==> src/verilog/arc_pkg.sv <==
// Shared constants and types for the alarm relay output controller.
package arc_pkg;
  localparam int          NUM_RELAY      = 4;
  localparam int          NUM_BUZ        = 3;
  localparam int          DLY_W          = 6;
  localparam int          DLY_MAX_MIN    = 60;
  localparam int          CLK_PERIOD_NS  = 50;
  localparam int          TICK_MS        = 100;
  localparam int          TICK_CYCLES    = TICK_MS * 1000000 / CLK_PERIOD_NS;
  localparam int          TICKS_PER_SEC  = 10;
  localparam int          SECS_PER_MIN   = 60;
  localparam int          BL_AUTO_SEC    = 10;
  localparam int          BL_TICKS       = BL_AUTO_SEC * TICKS_PER_SEC;
  localparam int          PAT_PERIOD     = 20;
  localparam int          PAT_HALF       = 10;
  localparam logic [4:0]  TAP1_END       = 5'h02;
  localparam logic [4:0]  TAP2_BEG       = 5'h04;
  localparam logic [4:0]  TAP2_END       = 5'h06;
  localparam logic [7:0]  ADDR_RELAY0    = 8'h00;
  localparam logic [7:0]  ADDR_OUTCFG    = 8'h10;
  localparam logic [7:0]  ADDR_CMD       = 8'h14;
  localparam logic [7:0]  ADDR_STATUS    = 8'h18;
  localparam logic [7:0]  ADDR_IRQ_STAT  = 8'h1C;
  localparam logic [7:0]  ADDR_IRQ_MASK  = 8'h20;
  localparam int          RC_ON_LSB      = 0;
  localparam int          RC_OFF_LSB     = 8;
  localparam int          RC_EN          = 16;
  localparam int          RC_NE          = 17;
  localparam int          RC_LATCH       = 18;
  localparam int          RC_BSTYLE      = 19;
  localparam int          RC_FAULT       = 20;
  localparam int          OC_BUZ_LSB     = 0;
  localparam int          OC_STROBE      = 3;
  localparam int          OC_BL_LSB      = 4;
  localparam int          CMD_LATCH_RST  = 0;
  localparam int          CMD_HUSH       = 1;
  localparam int          CMD_UNHUSH     = 2;
  localparam int          IN_W           = 14;
  typedef enum logic [1:0] {BL_OFF, BL_ON, BL_AUTO} arc_bl_mode_t;
  localparam arc_bl_mode_t BL_RESET      = BL_AUTO;
  localparam logic [7:0]  IRQ_MASK_RESET = 8'h00;
endpackage

==> src/verilog/arc_tick_if.sv <==
// Timebase ticks and buzzer cadence signals shared between modules.
interface arc_tick_if;
  logic tenthTick;
  logic secTick;
  logic minTick;
  logic blink;
  logic dblTap;
  modport src (output tenthTick, output secTick, output minTick);
  modport pat (input tenthTick, output blink, output dblTap);
  modport usr (input tenthTick, input secTick, input minTick,
               input blink, input dblTap);
endinterface

==> src/verilog/arc_timebase.sv <==
// Prescaler producing tenth-second, second and minute tick pulses.
module arc_timebase
  import arc_pkg::*;
#(
  parameter int TICK_DIV = TICK_CYCLES
) (
  input wire logic   clock,
  input wire logic   rst_n,
  arc_tick_if.src    tk
);
  logic [31:0] divCnt_q;
  logic [3:0]  tenthCnt_q;
  logic [5:0]  secCnt_q;
  logic        tenth_q;
  logic        sec_q;
  logic        min_q;

  always_ff @(posedge clock) begin
    if (!rst_n) begin
      divCnt_q   <= 32'h0000_0000;
      tenthCnt_q <= 4'h0;
      secCnt_q   <= 6'h00;
      tenth_q    <= 1'b0;
      sec_q      <= 1'b0;
      min_q      <= 1'b0;
    end else begin
      tenth_q <= 1'b0;
      sec_q   <= 1'b0;
      min_q   <= 1'b0;
      if (divCnt_q == 32'(TICK_DIV - 1)) begin
        divCnt_q <= 32'h0000_0000;
        tenth_q  <= 1'b1;
        if (tenthCnt_q == 4'(TICKS_PER_SEC - 1)) begin
          tenthCnt_q <= 4'h0;
          sec_q      <= 1'b1;
          if (secCnt_q == 6'(SECS_PER_MIN - 1)) begin
            secCnt_q <= 6'h00;
            min_q    <= 1'b1;
          end else begin
            secCnt_q <= secCnt_q + 6'h01;
          end
        end else begin
          tenthCnt_q <= tenthCnt_q + 4'h1;
        end
      end else begin
        divCnt_q <= divCnt_q + 32'h0000_0001;
      end
    end
  end

  assign tk.tenthTick = tenth_q;
  assign tk.secTick   = sec_q;
  assign tk.minTick   = min_q;
endmodule

==> src/verilog/arc_pattern.sv <==
// Buzzer cadence generator for the blinking and double-tap patterns.
module arc_pattern
  import arc_pkg::*;
(
  input wire logic   clock,
  input wire logic   rst_n,
  arc_tick_if.pat    tk
);
  logic [4:0] phase_q;

  always_ff @(posedge clock) begin
    if (!rst_n) begin
      phase_q <= 5'h00;
    end else if (tk.tenthTick) begin
      if (phase_q == 5'(PAT_PERIOD - 1)) begin
        phase_q <= 5'h00;
      end else begin
        phase_q <= phase_q + 5'h01;
      end
    end
  end

  assign tk.blink  = (phase_q < 5'(PAT_HALF));
  assign tk.dblTap = (phase_q < TAP1_END) ||
                     (phase_q >= TAP2_BEG && phase_q < TAP2_END);
endmodule

==> src/verilog/arc_relay_ctrl.sv <==
// Relay, buzzer, horn, strobe and backlight output control with APB.
// Notes on behaviour
// - Alarm must persist for the relay's on delay, 0 to 60 minutes.
// - Non-alarm must persist for the relay's off delay before release.
// - Polarity bit selects normally energized coil; default de-energized.
// - Latching relay stays actuated after alarm clears until acknowledged.
// - Buzzer style relays switch off on hush; normal style ignores it.
// - A disabled relay always stays de-actuated; default disabled.
// - Fault actuation makes assigned sensor faults actuate the relay.
// - Horn is on while any buzzer output is actuated.
// - Buzzer one sounds continuously while actuated.
// - Buzzer two sounds with half on, half off cadence.
// - Buzzer three sounds a double-tap cadence.
// - Each buzzer and the strobe has its own enable.
// - Backlight off, on or auto; auto lights ten seconds per key.
// - After reset every input and output is disabled; the code resets the backlight mode to auto.
// - Latch reset releases only latched relays whose alarm cleared.
// - Relay indicator follows coil drive.
// - Unhush clears hush; output re-alarms after its on delay again.
//
// Local design decisions: the placing of the registers and register access over APB.
module arc_relay_ctrl
  import arc_pkg::*;
#(
  parameter int TICK_DIV = TICK_CYCLES
) (
  input  wire logic                 clock,
  input  wire logic                 rst_n,
  input  wire logic                 psel,
  input  wire logic                 penable,
  input  wire logic                 pwrite,
  input  wire logic [7:0]           paddr,
  input  wire logic [31:0]          pwdata,
  output logic      [31:0]          prdata,
  output logic                      pready,
  output logic                      pslverr,
  input  wire logic [NUM_RELAY-1:0] alarmIn,
  input  wire logic [NUM_RELAY-1:0] faultIn,
  input  wire logic [NUM_BUZ-1:0]   buzzerReq,
  input  wire logic                 strobeReq,
  input  wire logic                 keyPress,
  input  wire logic                 ackKey,
  output logic      [NUM_RELAY-1:0] relayCoil,
  output logic      [NUM_RELAY-1:0] relayLed,
  output logic      [NUM_BUZ-1:0]   buzzerOut,
  output logic                      hornOut,
  output logic                      strobeOut,
  output logic                      backlightOut,
  output logic                      irq
);
  arc_tick_if tk ();

  arc_timebase #(
    .TICK_DIV (TICK_DIV)
  ) u_timebase (
    .clock (clock),
    .rst_n (rst_n),
    .tk    (tk)
  );

  arc_pattern u_pattern (
    .clock (clock),
    .rst_n (rst_n),
    .tk    (tk)
  );

  logic [IN_W-1:0]      syncA_q;
  logic [IN_W-1:0]      syncB_q;
  logic                 keyPrev_q;
  logic                 ackPrev_q;
  logic [NUM_RELAY-1:0] alarmS;
  logic [NUM_RELAY-1:0] faultS;
  logic [NUM_BUZ-1:0]   buzReqS;
  logic                 strobeS;
  logic                 keyS;
  logic                 ackS;

  // Two-flop synchronisers for all pin inputs.
  always_ff @(posedge clock) begin
    if (!rst_n) begin
      syncA_q   <= '0;
      syncB_q   <= '0;
      keyPrev_q <= 1'b0;
      ackPrev_q <= 1'b0;
    end else begin
      syncA_q   <= {ackKey, keyPress, strobeReq, buzzerReq, faultIn,
                    alarmIn};
      syncB_q   <= syncA_q;
      keyPrev_q <= keyS;
      ackPrev_q <= ackS;
    end
  end

  assign alarmS  = syncB_q[3:0];
  assign faultS  = syncB_q[7:4];
  assign buzReqS = syncB_q[10:8];
  assign strobeS = syncB_q[11];
  assign keyS    = syncB_q[12];
  assign ackS    = syncB_q[13];

  logic [NUM_RELAY-1:0][DLY_W-1:0] onDly_q;
  logic [NUM_RELAY-1:0][DLY_W-1:0] offDly_q;
  logic [NUM_RELAY-1:0]            en_q;
  logic [NUM_RELAY-1:0]            normEn_q;
  logic [NUM_RELAY-1:0]            latch_q;
  logic [NUM_RELAY-1:0]            bStyle_q;
  logic [NUM_RELAY-1:0]            faultAct_q;
  logic [NUM_BUZ-1:0]              buzEn_q;
  logic                            strobeEn_q;
  arc_bl_mode_t                    blMode_q;
  logic [7:0]                      irqMask_q;
  logic [7:0]                      irqStat_q;
  logic [7:0]                      irqSeen_q;
  logic                            pready_q;
  logic [31:0]                     prdata_q;
  logic                            pslverr_q;
  logic                            accWr;
  logic                            accRd;
  logic                            setup;
  logic                            mapped;
  logic                            latchRstCmd;
  logic                            hushCmd;
  logic                            unhushCmd;
  logic [31:0]                     rdMux;
  logic [NUM_RELAY-1:0]            act_q;
  logic [NUM_RELAY-1:0]            actPrev_q;
  logic [NUM_RELAY-1:0]            hold_q;
  logic [NUM_RELAY-1:0]            hush_q;
  logic [NUM_RELAY-1:0]            actuated;
  logic [NUM_BUZ-1:0]              bHush_q;
  logic [NUM_BUZ-1:0]              buzActive;
  logic [7:0]                      blCnt_q;
  logic [7:0]                      events;

  assign setup  = psel & penable & ~pready_q;
  assign accWr  = psel & penable & pready_q & pwrite & ~pslverr_q;
  assign accRd  = psel & penable & pready_q & ~pwrite;
  assign mapped = (paddr[1:0] == 2'h0) && (paddr <= ADDR_IRQ_MASK);

  assign latchRstCmd = (accWr && paddr == ADDR_CMD && pwdata[CMD_LATCH_RST])
                       || (ackS && !ackPrev_q);
  assign hushCmd     = accWr && paddr == ADDR_CMD && pwdata[CMD_HUSH];
  assign unhushCmd   = accWr && paddr == ADDR_CMD && pwdata[CMD_UNHUSH];

  // One wait state: answer registered in the first access cycle.
  always_ff @(posedge clock) begin
    if (!rst_n) begin
      pready_q  <= 1'b0;
      prdata_q  <= 32'h0000_0000;
      pslverr_q <= 1'b0;
    end else begin
      pready_q  <= setup;
      if (setup) begin
        prdata_q  <= pwrite ? 32'h0000_0000 : rdMux;
        pslverr_q <= ~mapped;
      end else begin
        pslverr_q <= 1'b0;
      end
    end
  end

  always_comb begin
    rdMux = 32'h0000_0000;
    if (paddr < ADDR_OUTCFG) begin
      rdMux[RC_ON_LSB +: DLY_W]  = onDly_q[paddr[3:2]];
      rdMux[RC_OFF_LSB +: DLY_W] = offDly_q[paddr[3:2]];
      rdMux[RC_EN]               = en_q[paddr[3:2]];
      rdMux[RC_NE]               = normEn_q[paddr[3:2]];
      rdMux[RC_LATCH]            = latch_q[paddr[3:2]];
      rdMux[RC_BSTYLE]           = bStyle_q[paddr[3:2]];
      rdMux[RC_FAULT]            = faultAct_q[paddr[3:2]];
    end else if (paddr == ADDR_OUTCFG) begin
      rdMux[OC_BUZ_LSB +: NUM_BUZ] = buzEn_q;
      rdMux[OC_STROBE]             = strobeEn_q;
      rdMux[OC_BL_LSB +: 2]        = blMode_q;
    end else if (paddr == ADDR_STATUS) begin
      rdMux[20:0] = {backlightOut, hornOut, buzActive, hush_q, hold_q,
                     relayCoil, actuated};
    end else if (paddr == ADDR_IRQ_STAT) begin
      rdMux[7:0] = irqStat_q;
    end else if (paddr == ADDR_IRQ_MASK) begin
      rdMux[7:0] = irqMask_q;
    end
  end

  always_ff @(posedge clock) begin
    if (!rst_n) begin
      onDly_q    <= '0;
      offDly_q   <= '0;
      en_q       <= '0;
      normEn_q   <= '0;
      latch_q    <= '0;
      bStyle_q   <= '0;
      faultAct_q <= '0;
      buzEn_q    <= '0;
      strobeEn_q <= 1'b0;
      blMode_q   <= BL_RESET;
      irqMask_q  <= IRQ_MASK_RESET;
    end else if (accWr) begin
      if (paddr < ADDR_OUTCFG) begin
        onDly_q[paddr[3:2]]    <= pwdata[RC_ON_LSB +: DLY_W];
        offDly_q[paddr[3:2]]   <= pwdata[RC_OFF_LSB +: DLY_W];
        en_q[paddr[3:2]]       <= pwdata[RC_EN];
        normEn_q[paddr[3:2]]   <= pwdata[RC_NE];
        latch_q[paddr[3:2]]    <= pwdata[RC_LATCH];
        bStyle_q[paddr[3:2]]   <= pwdata[RC_BSTYLE];
        faultAct_q[paddr[3:2]] <= pwdata[RC_FAULT];
      end else if (paddr == ADDR_OUTCFG) begin
        buzEn_q    <= pwdata[OC_BUZ_LSB +: NUM_BUZ];
        strobeEn_q <= pwdata[OC_STROBE];
        if (pwdata[OC_BL_LSB +: 2] != 2'h3) begin
          blMode_q <= arc_bl_mode_t'(pwdata[OC_BL_LSB +: 2]);
        end
      end else if (paddr == ADDR_IRQ_MASK) begin
        irqMask_q <= pwdata[7:0];
      end
    end
  end

  genvar i;
  generate
    for (i = 0; i < NUM_RELAY; i++) begin : g_relay
      logic [DLY_W-1:0] cnt_q;
      logic [DLY_W-1:0] onLim;
      logic [DLY_W-1:0] offLim;
      logic             cond;

      assign onLim  = (onDly_q[i] > DLY_W'(DLY_MAX_MIN)) ?
                      DLY_W'(DLY_MAX_MIN) : onDly_q[i];
      assign offLim = (offDly_q[i] > DLY_W'(DLY_MAX_MIN)) ?
                      DLY_W'(DLY_MAX_MIN) : offDly_q[i];
      // Faults count as alarm when selected.
      assign cond   = alarmS[i] | (faultAct_q[i] & faultS[i]);

      always_ff @(posedge clock) begin
        if (!rst_n) begin
          act_q[i]  <= 1'b0;
          hold_q[i] <= 1'b0;
          hush_q[i] <= 1'b0;
          cnt_q     <= '0;
        end else if (!en_q[i]) begin
          act_q[i]  <= 1'b0;
          hold_q[i] <= 1'b0;
          hush_q[i] <= 1'b0;
          cnt_q     <= '0;
        end else if (unhushCmd && hush_q[i]) begin
          hush_q[i] <= 1'b0;
          act_q[i]  <= 1'b0;
          cnt_q     <= '0;
        // Release only latched relays with alarm gone.
        end else if (latchRstCmd && hold_q[i] && !cond) begin
          hold_q[i] <= 1'b0;
          act_q[i]  <= 1'b0;
          hush_q[i] <= 1'b0;
          cnt_q     <= '0;
        end else begin
          if (latch_q[i] && act_q[i]) begin
            hold_q[i] <= 1'b1;
          end
          if (hushCmd && bStyle_q[i] && act_q[i]) begin
            hush_q[i] <= 1'b1;
          end
          if (cond == act_q[i] || (act_q[i] && (hold_q[i] || latch_q[i])))
          begin
            cnt_q <= '0;
          end else if (cnt_q >= (cond ? onLim : offLim)) begin
            act_q[i] <= cond;
            cnt_q    <= '0;
            if (!cond) begin
              hush_q[i] <= 1'b0;
            end
          end else if (tk.minTick) begin
            cnt_q <= cnt_q + DLY_W'(1);
          end
        end
      end

      assign actuated[i] = act_q[i] & ~hush_q[i];
    end
  endgenerate

  genvar j;
  generate
    for (j = 0; j < NUM_BUZ; j++) begin : g_buz
      always_ff @(posedge clock) begin
        if (!rst_n) begin
          bHush_q[j] <= 1'b0;
        end else if (unhushCmd || !buzReqS[j] || !buzEn_q[j]) begin
          bHush_q[j] <= 1'b0;
        end else if (hushCmd) begin
          bHush_q[j] <= 1'b1;
        end
      end
      // Each buzzer gated by its own enable.
      assign buzActive[j] = buzEn_q[j] & buzReqS[j] & ~bHush_q[j];
    end
  endgenerate

  // Auto backlight retriggered by each key press.
  always_ff @(posedge clock) begin
    if (!rst_n) begin
      blCnt_q <= 8'h00;
    end else if (keyS && !keyPrev_q) begin
      blCnt_q <= 8'(BL_TICKS);
    end else if (tk.tenthTick && blCnt_q != 8'h00) begin
      blCnt_q <= blCnt_q - 8'h01;
    end
  end

  assign events = {actPrev_q & ~actuated, actuated & ~actPrev_q};

  // Sticky events; a set in the clearing cycle wins.
  always_ff @(posedge clock) begin
    if (!rst_n) begin
      actPrev_q <= '0;
      irqStat_q <= 8'h00;
      irqSeen_q <= 8'h00;
    end else begin
      actPrev_q <= actuated;
      if (setup && paddr == ADDR_IRQ_STAT) begin
        irqSeen_q <= irqStat_q;
      end
      if (accRd && paddr == ADDR_IRQ_STAT) begin
        irqStat_q <= (irqStat_q & ~irqSeen_q) | events;
      end else begin
        irqStat_q <= irqStat_q | events;
      end
    end
  end

  always_ff @(posedge clock) begin
    if (!rst_n) begin
      relayCoil    <= '0;
      relayLed     <= '0;
      buzzerOut    <= '0;
      hornOut      <= 1'b0;
      strobeOut    <= 1'b0;
      backlightOut <= 1'b0;
      irq          <= 1'b0;
    end else begin
      relayCoil    <= actuated ^ normEn_q;
      relayLed     <= actuated ^ normEn_q;
      buzzerOut    <= {buzActive[2] & tk.dblTap, buzActive[1] & tk.blink,
                       buzActive[0]};
      hornOut      <= |buzActive;
      strobeOut    <= strobeEn_q & strobeS;
      backlightOut <= (blMode_q == BL_ON) ||
                      (blMode_q == BL_AUTO && blCnt_q != 8'h00);
      irq          <= |(irqStat_q & irqMask_q);
    end
  end

  assign prdata  = prdata_q;
  assign pready  = pready_q;
  assign pslverr = pslverr_q;
endmodule

==> config.mk <==
export PLATFORM = sky130hd
export DESIGN_NAME = arc_relay_ctrl
export DESIGN_NICKNAME = d
export VERILOG_FILES = /design/src/verilog/arc_pkg.sv /design/src/verilog/arc_tick_if.sv /design/src/verilog/arc_timebase.sv /design/src/verilog/arc_pattern.sv /design/src/verilog/arc_relay_ctrl.sv
export SDC_FILE = /design/constraint.sdc
export NUM_CORES = 1
export LEC_CHECK = 0
export ABC_AREA = 0
export BUFFER_PORTS_ARGS = -buffer_cell sky130_fd_sc_hd__buf_2
export CORE_ASPECT_RATIO = 1.1
export CORE_MARGIN = 2
export CORE_UTILIZATION = 56
export DETAILED_ROUTE_END_ITERATION = 6
export PLACE_DENSITY_LB_ADDON = 0.2
export SETUP_SLACK_MARGIN = 0.2
export SLEW_MARGIN = 20
export SYNTH_ARGS = -nofsm -noshare
export SYNTH_HDL_FRONTEND = slang
export SYNTH_SLANG_ARGS = --single-unit
==> constraint.sdc <==
create_clock -name clock -period 2.7 [get_ports clock]
set_input_delay 0.54 -clock clock [delete_from_list [all_inputs] [get_ports clock]]
set_output_delay 0.54 -clock clock [all_outputs]
set_load 0.01 [all_outputs]
# Word-level counts from Yosys, hierarchy flattened
# Cells that the tools add are included.
# totals
word_cells,360
output_inout_bits,49
reg_bits,273
# op_classes
addsub,9
n_eq_ne,16
reduce_logical,111
bitwise_logic,63
muxes,81
n_lt_le_gt_ge,20
# op_table
cell,count
2-to-1 mux 6 bit,19
bitwise mux 24 bit,2
"greater-than comparator 6 bit, second input constant",8
logical AND 1 bit,41
"adder 32 x 1 -> 32 bit, second input constant",1
"== test 32 x 21 -> 1 bit, second input constant",1
"== test 8 x 5 -> 1 bit, second input constant",4
2-to-1 mux 1 bit,32
2-to-1 mux 8 bit,4
"adder 6 x 1 -> 6 bit, second input constant",5
AND reduction 2 bit,15
NOT 1 bit,26
binary-select mux 6 bit (select 2 bit),2
greater-or-equal comparator 6 bit,4
OR reduction 6 bit,4
AND 1 bit,23
2-to-1 mux 21 bit,1
bitwise mux 4 bit,5
logical OR 1 bit,17
AND 8 bit,2
OR 8 bit,2
OR reduction 4 bit,4
2-to-1 mux 15 bit,1
2-to-1 mux 7 bit,2
40 further kinds,75

# Depth between registers and ports, before layout
# Gate-level depths: netlist (run 1).
# logic_depth
word_depth,12
mapped_depth,10
mapped_depth_nobuf,10

# Modules after synthesis
# A second synthesis (run 1) with hierarchy kept.
# hier_totals
cells_unflattened,1282
area_unflattened_um2,12030.3
# modules_own_cells
module,cells_each,area_each_um2,instances
arc_relay_ctrl,1016,9630.5,1
arc_timebase,240,2137.0,1
arc_pattern,26,262.8,1

# Worst setup path after synthesis (run 1)
# OpenSTA, ideal clock, no wires.
# synth_path
kind,reg-to-reg
start,register faultAct_q[1]
end,register act_q[1]
path_slack_ns,0.187
required_time_ns,2.614
synth_period_minus_slack_ns,2.513
stages_incl_launch_ff,11
arrival_ns,2.428
path_cell_list,dfxtp_1 -> a21oi_1 -> clkbuf_1 -> nor2_1 -> a32o_1 -> ha_1 -> nand2b_1 -> a2111oi_0 -> o31a_1 -> o2bb2ai_1 -> a211oi_1
# synth_between
elab_chain_cells,6
# synth_rtl
element,line_no,source
start: declaration,arc_relay_ctrl.sv:107,logic [NUM_RELAY-1:0] faultAct_q;
start signal: indexed assignment,arc_relay_ctrl.sv:207,faultAct_q[paddr[3:2]] <= pwdata[RC_FAULT];
AND 1 bit (*),arc_relay_ctrl.sv:233,assign cond = alarmS[i] | (faultAct_q[i] & faultS[i]);
OR 1 bit (*),arc_relay_ctrl.sv:233,
"parallel branches: the longest is 4 deep, another holds greater-or-equal comparator 6 bit",-,
end signal: indexed assignment,arc_relay_ctrl.sv:267,act_q[i] <= cond;
end: declaration,arc_relay_ctrl.sv:125,logic [NUM_RELAY-1:0] act_q;
# Every way passes the cells marked *.
# A chain may end at the register's enable or synchronous reset.

# Final worst setup path (run 1)
# layout_path
start,register faultAct_q[0]
end,register g_relay[0].cnt_q[3]
# layout_between
elab_chain_cells,5
# layout_rtl
element,line_no,source
AND 1 bit (*),arc_relay_ctrl.sv:233,
OR 1 bit (*),arc_relay_ctrl.sv:233,
2-to-1 mux 6 bit (tied with other cells),arc_relay_ctrl.sv:266,end else if (cnt_q >= (cond ? onLim : offLim)) begin
greater-or-equal comparator 6 bit (tied with other cells),arc_relay_ctrl.sv:266,
OR reduction 6 bit (no source line) (*),-,
end signal: assignment,arc_relay_ctrl.sv:273,cnt_q <= cnt_q + DLY_W'(1);
end: declaration,arc_relay_ctrl.sv:223,logic [DLY_W-1:0] cnt_q;
# Every way passes the cells marked *; elsewhere a longest branch is shown, timed or not.

==> results of run 1 <==
## path summary, 6_finish.rpt
path	startpoint	to	slack [ns]	cells after the start
max	faultAct_q[0]	g_relay[0].cnt_q[3]	0.36	8
min	faultIn[0]	syncA_q[4]	0.18	2
max reg2reg	faultAct_q[0]	g_relay[0].cnt_q[3]	0.36	8
min reg2reg	syncA_q[10]	syncB_q[10]	0.43	1
## power by group through the flow
stage | Combinational [mW] | Clock (mW) | Sequential (mW)
3_3_place_gp | 0.282 | 0 | 3.99
5_1_grt | 0.317 | 3.92 | 3.91
3_5_place_dp | 0.286 | 0 | 4.00
6_report | 0.293 | 3.69 | 3.91
2_1_floorplan | 0.176 | 0 | 3.99
4_1_cts | 0.288 | 3.75 | 3.91
## cells in the mapped netlist (all sizes together) (4+ instances only)
library cell	count	area share (%)
dfxtp	262	44
nor2	213	6.9
mux2i	108	9.1
nand2	107	3.4
xor2	45	3.3
nand3	40	1.7
clkbuf	39	1.2
buf	36	1.9
nand4	36	1.9
and2	34	1.8
ha	33	3.5
o21ai	32	1.3
a21oi	28	1.2
nor3	28	1.4
a22oi	27	1.7
xnor2	19	1.4
inv	17	0.54
mux4	17	3.2
a31oi	15	0.84
nor4	15	1.1
nand2b	14	0.73
a211oi	10	0.63
and3	10	0.52
o31a	8	0.59
a211o	7	0.51
a32o	7	0.59
and4	7	0.51
nor3b	6	0.38
nand4b	5	0.42
nor4b	5	0.37
o211ai	5	0.31
a2111oi	4	0.29
a32oi	4	0.29
o2bb2ai	4	0.29
or3	4	0.21
## logic make-up after synthesis
group | Yosys count
AND/OR/NAND/NOR | 538
flip-flops | 262
AO/OA/AOI/OAI | 163
multiplexers | 125
buffers and inverters | 93
XOR/XNOR | 64
adder cells (fa/ha/maj) | 33
other | 1
## stage by stage
stage	cell area [um2]	setup TNS (ns)	hold slack [ns]	setup WS (ns)
2_1_floorplan	12000	0	0.412	0.315
3_3_place_gp	12700	0	0.415	0.0814
3_5_place_dp	12700	-0.0703	0.420	-0.0379
4_1_cts	13600	0	0.162	0.195
5_1_grt	13800	0	0.170	0.216
6_report	13800	0	0.177	0.356
## registers in the layout, indices dropped and copies added (netlist names), 5 cells and up
signal               count
syncB_q                 14
syncA_q                 14
g_relay.cnt_q           24
irqMask_q                8
u_pattern.phase_q        5
irqStat_q                8
onDly_q                 24
blCnt_q                  8
u_timebase.divCnt_q     32
u_timebase.secCnt_q      6
prdata                  21
irqSeen_q                8
offDly_q                24
## layer usage
metal	vias up	GRT usage, %	wire length (um)
met1	4571	34.5	12500
met3	71	5.23	2350
met2	349	42.5	13400
met4	0	10.4	1060
li1	4694	-	-
met5	-	0	0
## placed cells by master, fill, tap and decap left out, types with 4 or more instances in the layout
cell and count:
a211o_1 7, a211oi_1 10, a21oi_1 24, a22oi_1 27
a31oi_1 14, a32o_1 6, a32oi_1 4, and2_1 34
and3_1 10, and4_1 7, buf_2 83, buf_4 39
clkbuf_1 8, clkbuf_16 28, clkbuf_8 5, conb_1 11
dfxtp_1 251, dfxtp_2 11, ha_1 33, inv_1 17
mux2i_1 108, mux4_2 17, nand2_1 107, nand2b_1 13
nand3_1 39, nand4_1 35, nand4b_1 4, nor2_1 210
nor3_1 22, nor3_2 6, nor3b_1 6, nor4_1 11
nor4b_1 5, o211ai_1 5, o21ai_0 32, o2bb2ai_1 4
o31a_1 8, or3_1 4, xnor2_1 19, xor2_1 45
## worst max-delay path, cell delays in order, from the launching register on
cell and delay, ns:
dfxtp_2 0.34, a21oi_4 0.25, buf_8 0.18, mux2i_1 0.24, ha_1 0.24, o21ai_0 0.09, o31a_1 0.33, o211ai_1 0.43
nor2_1 0.10
## final cells by class
type | count | area, um2
Fill cell | 1679 | 6950
Multi-Input combinational cell | 934 | 6380
Sequential cell | 262 | 5260
Timing Repair Buffer | 128 | 806
Clock buffer | 41 | 800
Tap cell | 285 | 357
Clock inverter | 7 | 92.6
Inverter | 18 | 70.1
## what timing repair did
item                       CTS  global route
setup endpoints to repair   30            32
buffers inserted             0             3
pin swaps                    4            19
gates resized for setup      9            26
==> results by group, run 1 <==
CTS
  – Clk sinks: 262
  – H-tree level count: 1
  – Clock slew at the register clock pins of the worst setup and hold paths: 0.06 ns
  – Clock tree from TritonCTS: yes
  – Bufs on Longest Clock Path: 3
  – Clock latency reported for the late side of the worst-skew pair: ~0.57 ns
  – Number of CTS-inserted buffers: 28
  – Number of hold buffers added after cts: 0
  – Clock Tree Root: clkbuf_16

Die
  – Number of core rows: 55
  – Chip Width: 143 um
  – Die area: approximately 22,000 um2
  – Area of the placeable core: approximately 21,000 um2
  – Initial Utilization: 57.5%
  – Die height: 157 um
  – Total I/O pin count: 108

Power and ir drop
  – Portion of total power attributed to combinational logic: roughly 3.7%
  – Power density over the cells: between 500 and 600 nW/um2
  – Share of power burned in the clock network: between 40 and 50%
  – Sequential share of power: 49.6%
  – Overall Power: between 7 and 8 mW
  – Net Sw Power: 1.75 mW
  – Leakage power of the design: 5.16 nW
  – Switching fraction of total power: 22.2%
  – Largest voltage drop on the vdd net: between 0.0005 and 0.0006 V
  – Cell internal pwr: 6.14 mW

Global routing
  – First-pass GRT wire length: roughly 47,000 um
  – Maximum number of pins on one net before global-route repair: about 100
  – Antenna violations before repair: 0
  – Aggregate global-route resource usage: around a quarter
  – Number of global-route vias before repair: 9,042
  – Total congestion overflow after global routing: 0

Logic synthesis
  – Syn Inst Count: 1,279
  – Sequential area share after synthesis: 44.0%
  – Post-synthesis sequential element count: ~260
  – Share of cell area taken by muxes after synthesis: 12.3%
  – Adder-cell area share of the yosys netlist: 3.46%
  – Fraction of synthesized cell area in xor and xnor cells: 4.70%
  – Flip-flop cell with the highest count after synthesis: dfxtp_1
  – Number of synthesized flops with an enable pin: 0
  – Synth Warn #: 0
  – Synth Area in Simple Gates: 22.4%
  – Async S/R FF share, synth: 0%
  – Post-Synthesis Cell Area: roughly 12,000 um2
  – Dominant combinational cell family by area after synthesis: simple AND/OR/NAND/NOR gates
  – Synth Area in Compound Gates: 9.46%
  – Unique cell type count in the Yosys netlist: 66
  – Avg Synthesized Cell Area: 9.32 um2

STA
  – Number of hold violations in the final report: 0
  – Worst slew pin tran: 0.937 ns
  – Unrepaired setup endpoints after global routing: false
  – Final critical-path share of the clock period: 86.8%
  – Number of pins exceeding their max-slew limit in the final report: 0
  – Highest clock rate: 427 MHz
  – Clock skew: 0.0237 ns
  – Clock period minus final worst setup slack: about 2.3 ns
  – Relative slew slack: 37.3%
  – Number of setup violations in the final report: 0

Routing
  – ANT nets after route: 0
  – Number of DRC markers after the initial detailed-route iteration: just under 700
  – Via Count: a little under 10k
  – DRC violations left: 0
  – Routed vias/inst: 5.78
  – Total wirelength of the detailed-routed design: 29,300 um
  – First-pass iteration count of the detailed router: 6
  – Routed wirelength normalized by instance count: 17.5 um

Run
  – Max-cap check violation count: 0

Place
  – Inst Count DP: 1,624
  – Placed wire-length estimate: 21,000 um
  – Port Buf Inserts: 83
  – Final weighted congestion in routability-driven placement: slightly below 0.9

Layout
  – Ant diodes: 0
  – Area overhead of the layout relative to synthesis: 15.5%
  – Final Core Density: 66.4%
  – Final non-filler cell total: 1,675
  – Fraction of final layout cells sized beyond drive strength 1: 16.4%
  – Count of nets after finishing: 1,464

Critical path
  – Highest fanout seen on the critical path: 12
  – Critical path required time: between 3 and 4 ns
  – Startpoint type of the worst setup path: register
  – Crit path DAT: 2.76 ns
  – Endpoint type of the worst setup path: register
  – Crit Path Category: reg -> reg

Run status
  – Status: finished, final reports clean

Hold path
  – Hold Path Class: in -> reg
(Power assumes the default switching activity.)
==> run 2: changes to the inputs <==
- MAX_ROUTING_LAYER: unset -> met4
- clock period: 2.7 -> 2.4 ns (I/O delays scaled with it)
==> run 2 against run 1 <==
Net effect:
- power grew 16%
- fmax shrank 0.93%
- first-iteration DRC count grew 15%
- count of clock-buffer cells in the layout shrank 8
- largest cell class unchanged
- worst hold slack lost 0.045 ns
- worst setup slack lost 0.32 ns
- utilization grew 4.4 points
- cell count grew 3.7%
- critical path depth grew 2
- combinational power grew 25%
- sequential cell count is the same
==> results by group, run 2 (synthesized netlist as in run 1, its figures left out) <==
Routing
  – Total wirelength of the detailed-routed design: 32,200 um (+9.7%)
  – Number of DRC markers after the initial detailed-route iteration: 783 (+15%)
  – DRC violations left: 0 (unchanged)
  – Routed wirelength normalized by instance count: 18.5 um (+5.7%)
  – Routed vias/inst: 5.86 (+1.4%)
  – ANT nets after route: 0 (unchanged)
  – First-pass iteration count of the detailed router: 5 (-1)
  – Via Count: 10.2k (+5.2%)

Global routing
  – Aggregate global-route resource usage: 28.6% (+2.4 points)
  – First-pass GRT wire length: 49,600 um (+5.3%)
  – Antenna violations before repair: 0 (unchanged)
  – Total congestion overflow after global routing: 0 (unchanged)
  – Number of global-route vias before repair: 9,600 (+6.2%)
  – Maximum number of pins on one net before global-route repair: 87 (-16%)

CTS
  – Clock latency reported for the late side of the worst-skew pair: 0.55 ns (-0.02 ns)
  – Clk sinks: 262 (unchanged)
  – Clock slew at the register clock pins of the worst setup and hold paths: 0.06 ns (about the same)
  – Number of hold buffers added after cts: 0 (unchanged)
  – H-tree level count: 1 (unchanged)
  – Clock tree from TritonCTS: yes
  – Number of CTS-inserted buffers: 28 (unchanged)
  – Clock Tree Root: clkbuf_16
  – Bufs on Longest Clock Path: 3 (unchanged)

Critical path
  – Startpoint type of the worst setup path: register
  – Kind of cell adding the most delay to the critical path: compound AO/OA/AOI/OAI gates
  – Highest fanout seen on the critical path: 6 (-6)
  – Endpoint type of the worst setup path: register
  – Depth of the most critical reg-to-reg path: 10 (+2)
  – Longest individual stage delay on the worst path: 0.37 ns (-0.06 ns)
  – Worst-case register-to-register setup slack: 0.03 ns (-0.32 ns)
  – Number of gates on the worst path with buffers counted: 10 (+2)
  – Crit-path cells: a21oi_4 > buf_6 > buf_6 > a32oi_2 > ha_1 > a2111oi_4 > o31a_1 > o211ai_1 > buf_4 > nor2_2
  – Critical path required time: 2.88 ns (-0.24 ns)
  – Critical path's most frequent cell: buf_6
  – Crit Reg-Reg Startpoint: faultAct_q[3]
  – Worst reg2reg endpoint: g_relay[3].cnt_q[1]
  – Crit path DAT: 2.85 ns (+0.09 ns)
  – Worst path buffer plus inverter count: 3 (+2)
  – Critical-path top delay cell: a2111oi_4
  – Crit Path Category: reg -> reg

Power and ir drop
  – Share of power burned in the clock network: 48.0% (+1.3 points)
  – Largest voltage drop on the vdd net: 0.000535 V (+4.4%)
  – Cell internal pwr: 7.08 mW (+15%)
  – Overall Power: 9.15 mW (+16%)
  – Power density over the cells: 624 nW/um2 (+8.7%)
  – Sequential share of power: 48.1% (-1.5 points)
  – Net Sw Power: 2.07 mW (+18%)
  – Leakage power of the design: 5.57 nW (+7.8%)
  – Switching fraction of total power: 22.7% (+0.46 points)
  – Portion of total power attributed to combinational logic: 4.0% (+0.3 points)

Place
  – Final weighted congestion in routability-driven placement: 0.917 (+4.6%)
  – Worst-case setup slack after placement: -0.0814 ns (-0.0435 ns)
  – Port Buf Inserts: 83 (unchanged)
  – Area after detailed placement: 13,100 um2 (+2.7%)
  – Placed wire-length estimate: 21,700 um (+3.6%)
  – Inst Count DP: 1,658 (+2.1%)

Layout
  – Leading cell type in the layout, fill and taps excluded: dfxtp_1
  – Fillers: 1,558 (-7.2%)
  – Final non-filler cell total: 1,737 (+3.7%)
  – Final Core Density: 70.9% (+4.4 points)
  – Count of nets after finishing: 1,522 (+4.0%)
  – Fraction of final layout cells sized beyond drive strength 1: 24.7% (+8.3 points)
  – Ant diodes: 0 (unchanged)
  – Area overhead of the layout relative to synthesis: 23.2%
  – Post-Layout Inst Area: 14,700 um2 (+6.7%)
  – Top reg by flops: u_timebase.divCnt_q
  – Largest register FFs: 32 (unchanged)
  – Top library cells by usage in the layout, fill and taps aside: 244 x dfxtp_1, 192 x nor2_1, 107 x nand2_1

Run
  – Max-cap check violation count: 0 (unchanged)

STA
  – Number of hold violations in the final report: 0 (unchanged)
  – Number of pins exceeding their max-slew limit in the final report: 0 (unchanged)
  – Unrepaired setup endpoints after global routing: true
  – Number of setup violations in the final report: 0 (unchanged)
  – Relative slew slack: 37.6% (+0.29 points)
  – Worst hold slack: 0.132 ns (-0.0449 ns)
  – Clock skew: 0.0138 ns (-0.00994 ns)
  – Clock period minus final worst setup slack: 2.37 ns (+0.0219 ns)
  – Post-layout worst setup margin: 0.0341 ns (-0.322 ns)
  – Worst slew pin tran: 0.933 ns (-0.00426 ns)
  – Highest clock rate: 423 MHz (-0.93%)
  – TNS Setup: 0 ns (unchanged)
  – Final critical-path share of the clock period: 98.6% (+12 points)

Run status
  – Status: finished, final reports clean

Die
  – Die height: 157 um (unchanged)
  – Total I/O pin count: 108 (unchanged)
  – Number of core rows: 55 (unchanged)
  – Area of the placeable core: 20,700 um2 (unchanged)
  – Initial Utilization: 57.5% (unchanged)
  – Die area: 22,500 um2 (unchanged)
  – Chip Width: 143 um (unchanged)

Hold path
  – Hold path cells: 2 (unchanged)
  – Worst Hold Endpoint: syncA_q[3]
  – Startpoint of the tightest hold check path: alarmIn[3]
  – Hold Path Class: in -> reg
-- run 2: cell types whose count changed in the layout (fill, tap and decap cells not counted), moves of 7 or more --
cell | previous run | this run
dfxtp_1 | 251 | 244
nor2_1 | 210 | 192
ha_1 | 33 | 22
buf_4 | 39 | 87
buf_6 | 2 | 9
nor2_2 | 0 | 15
clkinv_2 | 2 | 11
-- run 2: power groups by stage --
stage          logic (mW)  registers (mW)  clock network (mW)
2_1_floorplan       0.203            4.49                   0
3_3_place_gp        0.327            4.50                   0
3_5_place_dp        0.330            4.50                   0
4_1_cts             0.352            4.40                4.44
5_1_grt             0.392            4.40                4.62
6_report            0.366            4.40                4.39
-- run 2: layout make-up --
class / instances / area (um2) / share of cell area, %
sequential: 262 / 5280 / 35.9
timing repair buffer: 186 / 1310 / 8.92
multi-input combinational: 934 / 6730 / 45.8
tap: 285 / 357 / 2.43
inverter: 18 / 70.1 / 0.477
clock inverter: 19 / 194 / 1.32
clock buffer: 33 / 749 / 5.11
-- run 2: worst register-to-register path: cells and delay by family, from the launching register on --
| family | cells | cell delay [ns] |
|---|---|---|
| and+or+nand+nor | 1 | 0.10 |
| buffers and inverters | 3 | 0.43 |
| AOI/OAI and AO/OA | 5 | 1.09 |
| DFF | 1 | 0.35 |
| adders and majority gates | 1 | 0.35 |
-- run 2: worst max path at each step --
stage / start / to / slack (ns)
floorplan: faultAct_q[0] / act_q[0] / 0.22
global placement: faultAct_q[0] / g_relay[0].cnt_q[4] / 0.06
detailed placement: faultAct_q[1] / act_q[1] / -0.08
CTS: syncB_q[5] / g_relay[1].cnt_q[0] / 0.14
global route: faultAct_q[1] / g_relay[1].cnt_q[3] / -0.03
finish: faultAct_q[3] / g_relay[3].cnt_q[1] / 0.03
-- run 2: per-layer routing --
layer  up-vias  track usage [%]  part of all wire (%)
li1       4822                -                     -
met5         -                -                     0
met4         0             10.7                   4.2
met2       417             46.4                    47
met1      4854             36.5                    42
met3        91             4.11                   7.3
-- run 2: repair_timing --
item / CTS / global route
pin swaps: 51 / 46
buffers inserted: 21 / 6
endpoints found under the setup margin: 32 / 32
resized for setup: 62 / 45
==> run 3: changes to the inputs <==
- SYNTH_HIERARCHICAL: unset -> 1
==> run 3 against run 2 <==
Net effect:
- area after synthesis increased by 0.78%
- global-route usage increased by 1.1 points
- clock power down 7.1%
- sequential share of layout area down 0.55 points
- first-iteration DRC count decreased by 7.8%
- cell count increased by 0.63%
- critical endpoint is now act_q[2]
==> results by group, run 3 <==
Layout
  – Ant diodes: 0 (unchanged)
  – Fraction of final layout cells sized beyond drive strength 1: 25.5% (+0.79 points)
  – Count of nets after finishing: 1,529 (+0.46%)
  – Final non-filler cell total: 1,748 (+0.63%)
  – Top library cells by usage in the layout, fill and taps aside: 250 x dfxtp_1, 162 x nor2_1, 105 x nand2_1
  – Largest register FFs: 32 (unchanged)
  – Area overhead of the layout relative to synthesis: 23.8%
  – Top reg by flops: u_timebase/divCnt_q
  – Leading cell type in the layout, fill and taps excluded: dfxtp_1

Die
  – Die area: 22,600 um2 (+0.75%)
  – Number of core rows: 56 (+1.8%)
  – Area of the placeable core: 21,200 um2 (+2.2%)
  – Initial Utilization: 56.8% (-0.78 points)
  – Die height: 158 um (+0.38%)
  – Chip Width: 144 um (+0.37%)
  – Total I/O pin count: 108 (unchanged)

Routing
  – First-pass iteration count of the detailed router: 7 (+2)
  – Routed vias/inst: 5.90 (+0.56%)
  – Total wirelength of the detailed-routed design: 33,300 um (+3.5%)
  – Routed wirelength normalized by instance count: 19.0 um (+2.9%)
  – DRC violations left: 0 (unchanged)
  – Via Count: 10.3k (+1.2%)
  – ANT nets after route: 0 (unchanged)
  – Number of DRC markers after the initial detailed-route iteration: 722 (-7.8%)

Hold path
  – Hold Path Class: in -> reg

STA
  – Number of setup violations in the final report: 0 (unchanged)
  – Worst slew pin tran: 0.825 ns (-0.107 ns)
  – Relative slew slack: 44.8% (+7.2 points)
  – Unrepaired setup endpoints after global routing: true
  – Final critical-path share of the clock period: 97.2% (-1.4 points)
  – Number of pins exceeding their max-slew limit in the final report: 0 (unchanged)
  – Post-layout worst setup margin: 0.0677 ns (+0.0336 ns)
  – Number of hold violations in the final report: 0 (unchanged)
  – Highest clock rate: 429 MHz (+1.4%)
  – Clock skew: 0.0157 ns (+0.00193 ns)
  – Clock period minus final worst setup slack: 2.33 ns (-0.0336 ns)

Global routing
  – Antenna violations before repair: 0 (unchanged)
  – First-pass GRT wire length: 51,700 um (+4.1%)
  – Total congestion overflow after global routing: 0 (unchanged)
  – Maximum number of pins on one net before global-route repair: 81 (-6.9%)
  – Number of global-route vias before repair: 9,964 (+3.8%)
  – Aggregate global-route resource usage: 29.7% (+1.1 points)

Critical path
  – Crit Path Category: reg -> reg
  – Endpoint type of the worst setup path: register
  – Crit path DAT: 2.80 ns (-0.05 ns)
  – Kind of cell adding the most delay to the critical path: compound AO/OA/AOI/OAI gates
  – Critical path's most frequent cell: a21oi_2
  – Startpoint type of the worst setup path: register
  – Crit-path cells: a21oi_2 > buf_6 > buf_6 > mux2i_1 > ha_1 > a21oi_2 > o21ai_4 > a21bo_2 > a21oi_2
  – Highest fanout seen on the critical path: 7 (+1)
  – Critical-path top delay cell: mux2i_1
  – Longest individual stage delay on the worst path: 0.35 ns (-0.02 ns)
  – Critical path required time: 2.87 ns (about the same)
  – Worst path buffer plus inverter count: 2 (-1)

Place
  – Final weighted congestion in routability-driven placement: 0.937 (+2.2%)
  – Port Buf Inserts: 83 (unchanged)
  – Placed wire-length estimate: 22,800 um (+5.2%)
  – Inst Count DP: 1,678 (+1.2%)
  – Worst-case setup slack after placement: -0.238 ns (-0.157 ns)

Run status
  – Status: finished, final reports clean

CTS
  – Number of CTS-inserted buffers: 27 (-3.6%)
  – Clock slew at the register clock pins of the worst setup and hold paths: 0.06 ns (about the same)
  – Clk sinks: 262 (unchanged)
  – Clock tree from TritonCTS: yes
  – Clock latency reported for the late side of the worst-skew pair: 0.54 ns (about the same)
  – Number of hold buffers added after cts: 0 (unchanged)
  – Clock Tree Root: clkbuf_16
  – H-tree level count: 1 (unchanged)
  – Bufs on Longest Clock Path: 3 (unchanged)

Logic synthesis
  – Syn Inst Count: 1,281 (+0.16%)
  – Post-Synthesis Cell Area: 12,000 um2 (+0.78%)
  – Avg Synthesized Cell Area: 9.38 um2 (+0.62%)
  – Synth Warn #: 6 (+6)

Power and ir drop
  – Power density over the cells: 596 nW/um2 (-4.4%)
  – Largest voltage drop on the vdd net: 0.000527 V (-1.5%)
  – Leakage power of the design: 5.57 nW (+0.16%)

Run
  – Max-cap check violation count: 0 (unchanged)
-- run 3: cell types whose count changed in the layout (fill, tap and decap cells not counted), moves of 10 or more --
cell,before,now
nand3_1,39,28
nor4_2,2,19
mux2i_1,102,87
nor2_2,15,3
nor2b_1,2,16
a22oi_1,27,15
a21oi_1,24,65
nor2_1,192,162
a21oi_2,0,10
-- run 3: repair_timing --
item | in CTS | in global routing
pin swaps | 30 | 26
endpoints found under the hold margin | 0 | 0
cloned | 3 | 2
buffers inserted | 10 | 5
gates resized for setup | 55 | 52
setup endpoints to repair | 32 | 46
-- run 3: area by class of cell --
cell class,instances,area [um2]
clock inverters,15,113
inverters,13,50.0
fillers,1639,6290
repair buffers,194,1430
well taps,290,363
clock buffers,35,756
multi-input cells,939,6890
flip-flops and latches,262,5260
-- run 3: routing by layer --
| metal | vias to the layer above | GRT usage (%) | routed length (um) | part of all wire, % |
|---|---|---|---|---|
| li1 | 4896 | - | - | - |
| met1 | 4912 | 34.5 | 13000 | 39 |
| met2 | 391 | 50.1 | 16500 | 50 |
| met3 | 107 | 4.05 | 2100 | 6.3 |
| met4 | 0 | 15.9 | 1680 | 5.0 |
| met5 | - | - | 0 | 0 |
-- run 3: per-stage QoR --
| stage | hold WS (ns) | utilization, % | setup TNS [ns] | power, mW | area (um2) |
|---|---|---|---|---|---|
| after global routing | 0.137 | 70.3 | -0.0254 | 9.13 | 14900 |
| final | 0.143 | 70.3 | 0 | 8.86 | 14900 |
| after floorplan | 0.412 | - | -7.30 | 4.70 | 12100 |
| after global placement | 0.415 | 62.8 | -11.08 | 4.85 | 13300 |
| after CTS | 0.131 | 68.7 | 0 | 8.89 | 14500 |
| after detailed placement | 0.422 | 62.8 | -12.31 | 4.85 | 13300 |
-- run 3: power breakdown --
part / internal, mW / switching [mW]
clock network: 2.33 / 1.75
registers: 4.38 / 0.0168
logic: 0.139 / 0.245
total: 6.85 / 2.01
-- run 3: final timing paths --
check	startpoint	to	slack (ns)	cells after the start
hold / removal	strobeReq	syncA_q[11]	0.14	2
setup reg to reg	faultAct_q[2]	act_q[2]	0.07	9
hold reg to reg	syncA_q[0]	syncB_q[0]	0.43	1
setup / recovery	faultAct_q[2]	act_q[2]	0.07	9
-- run 3: worst register-to-register path: cells and delay by family (launching register included) --
family | cells | cell delay (ns)
AOI/OAI and AO/OA | 5 | 0.91
muxes | 1 | 0.35
adders and majority gates | 1 | 0.34
DFF | 1 | 0.33
buffers and inverters | 2 | 0.33
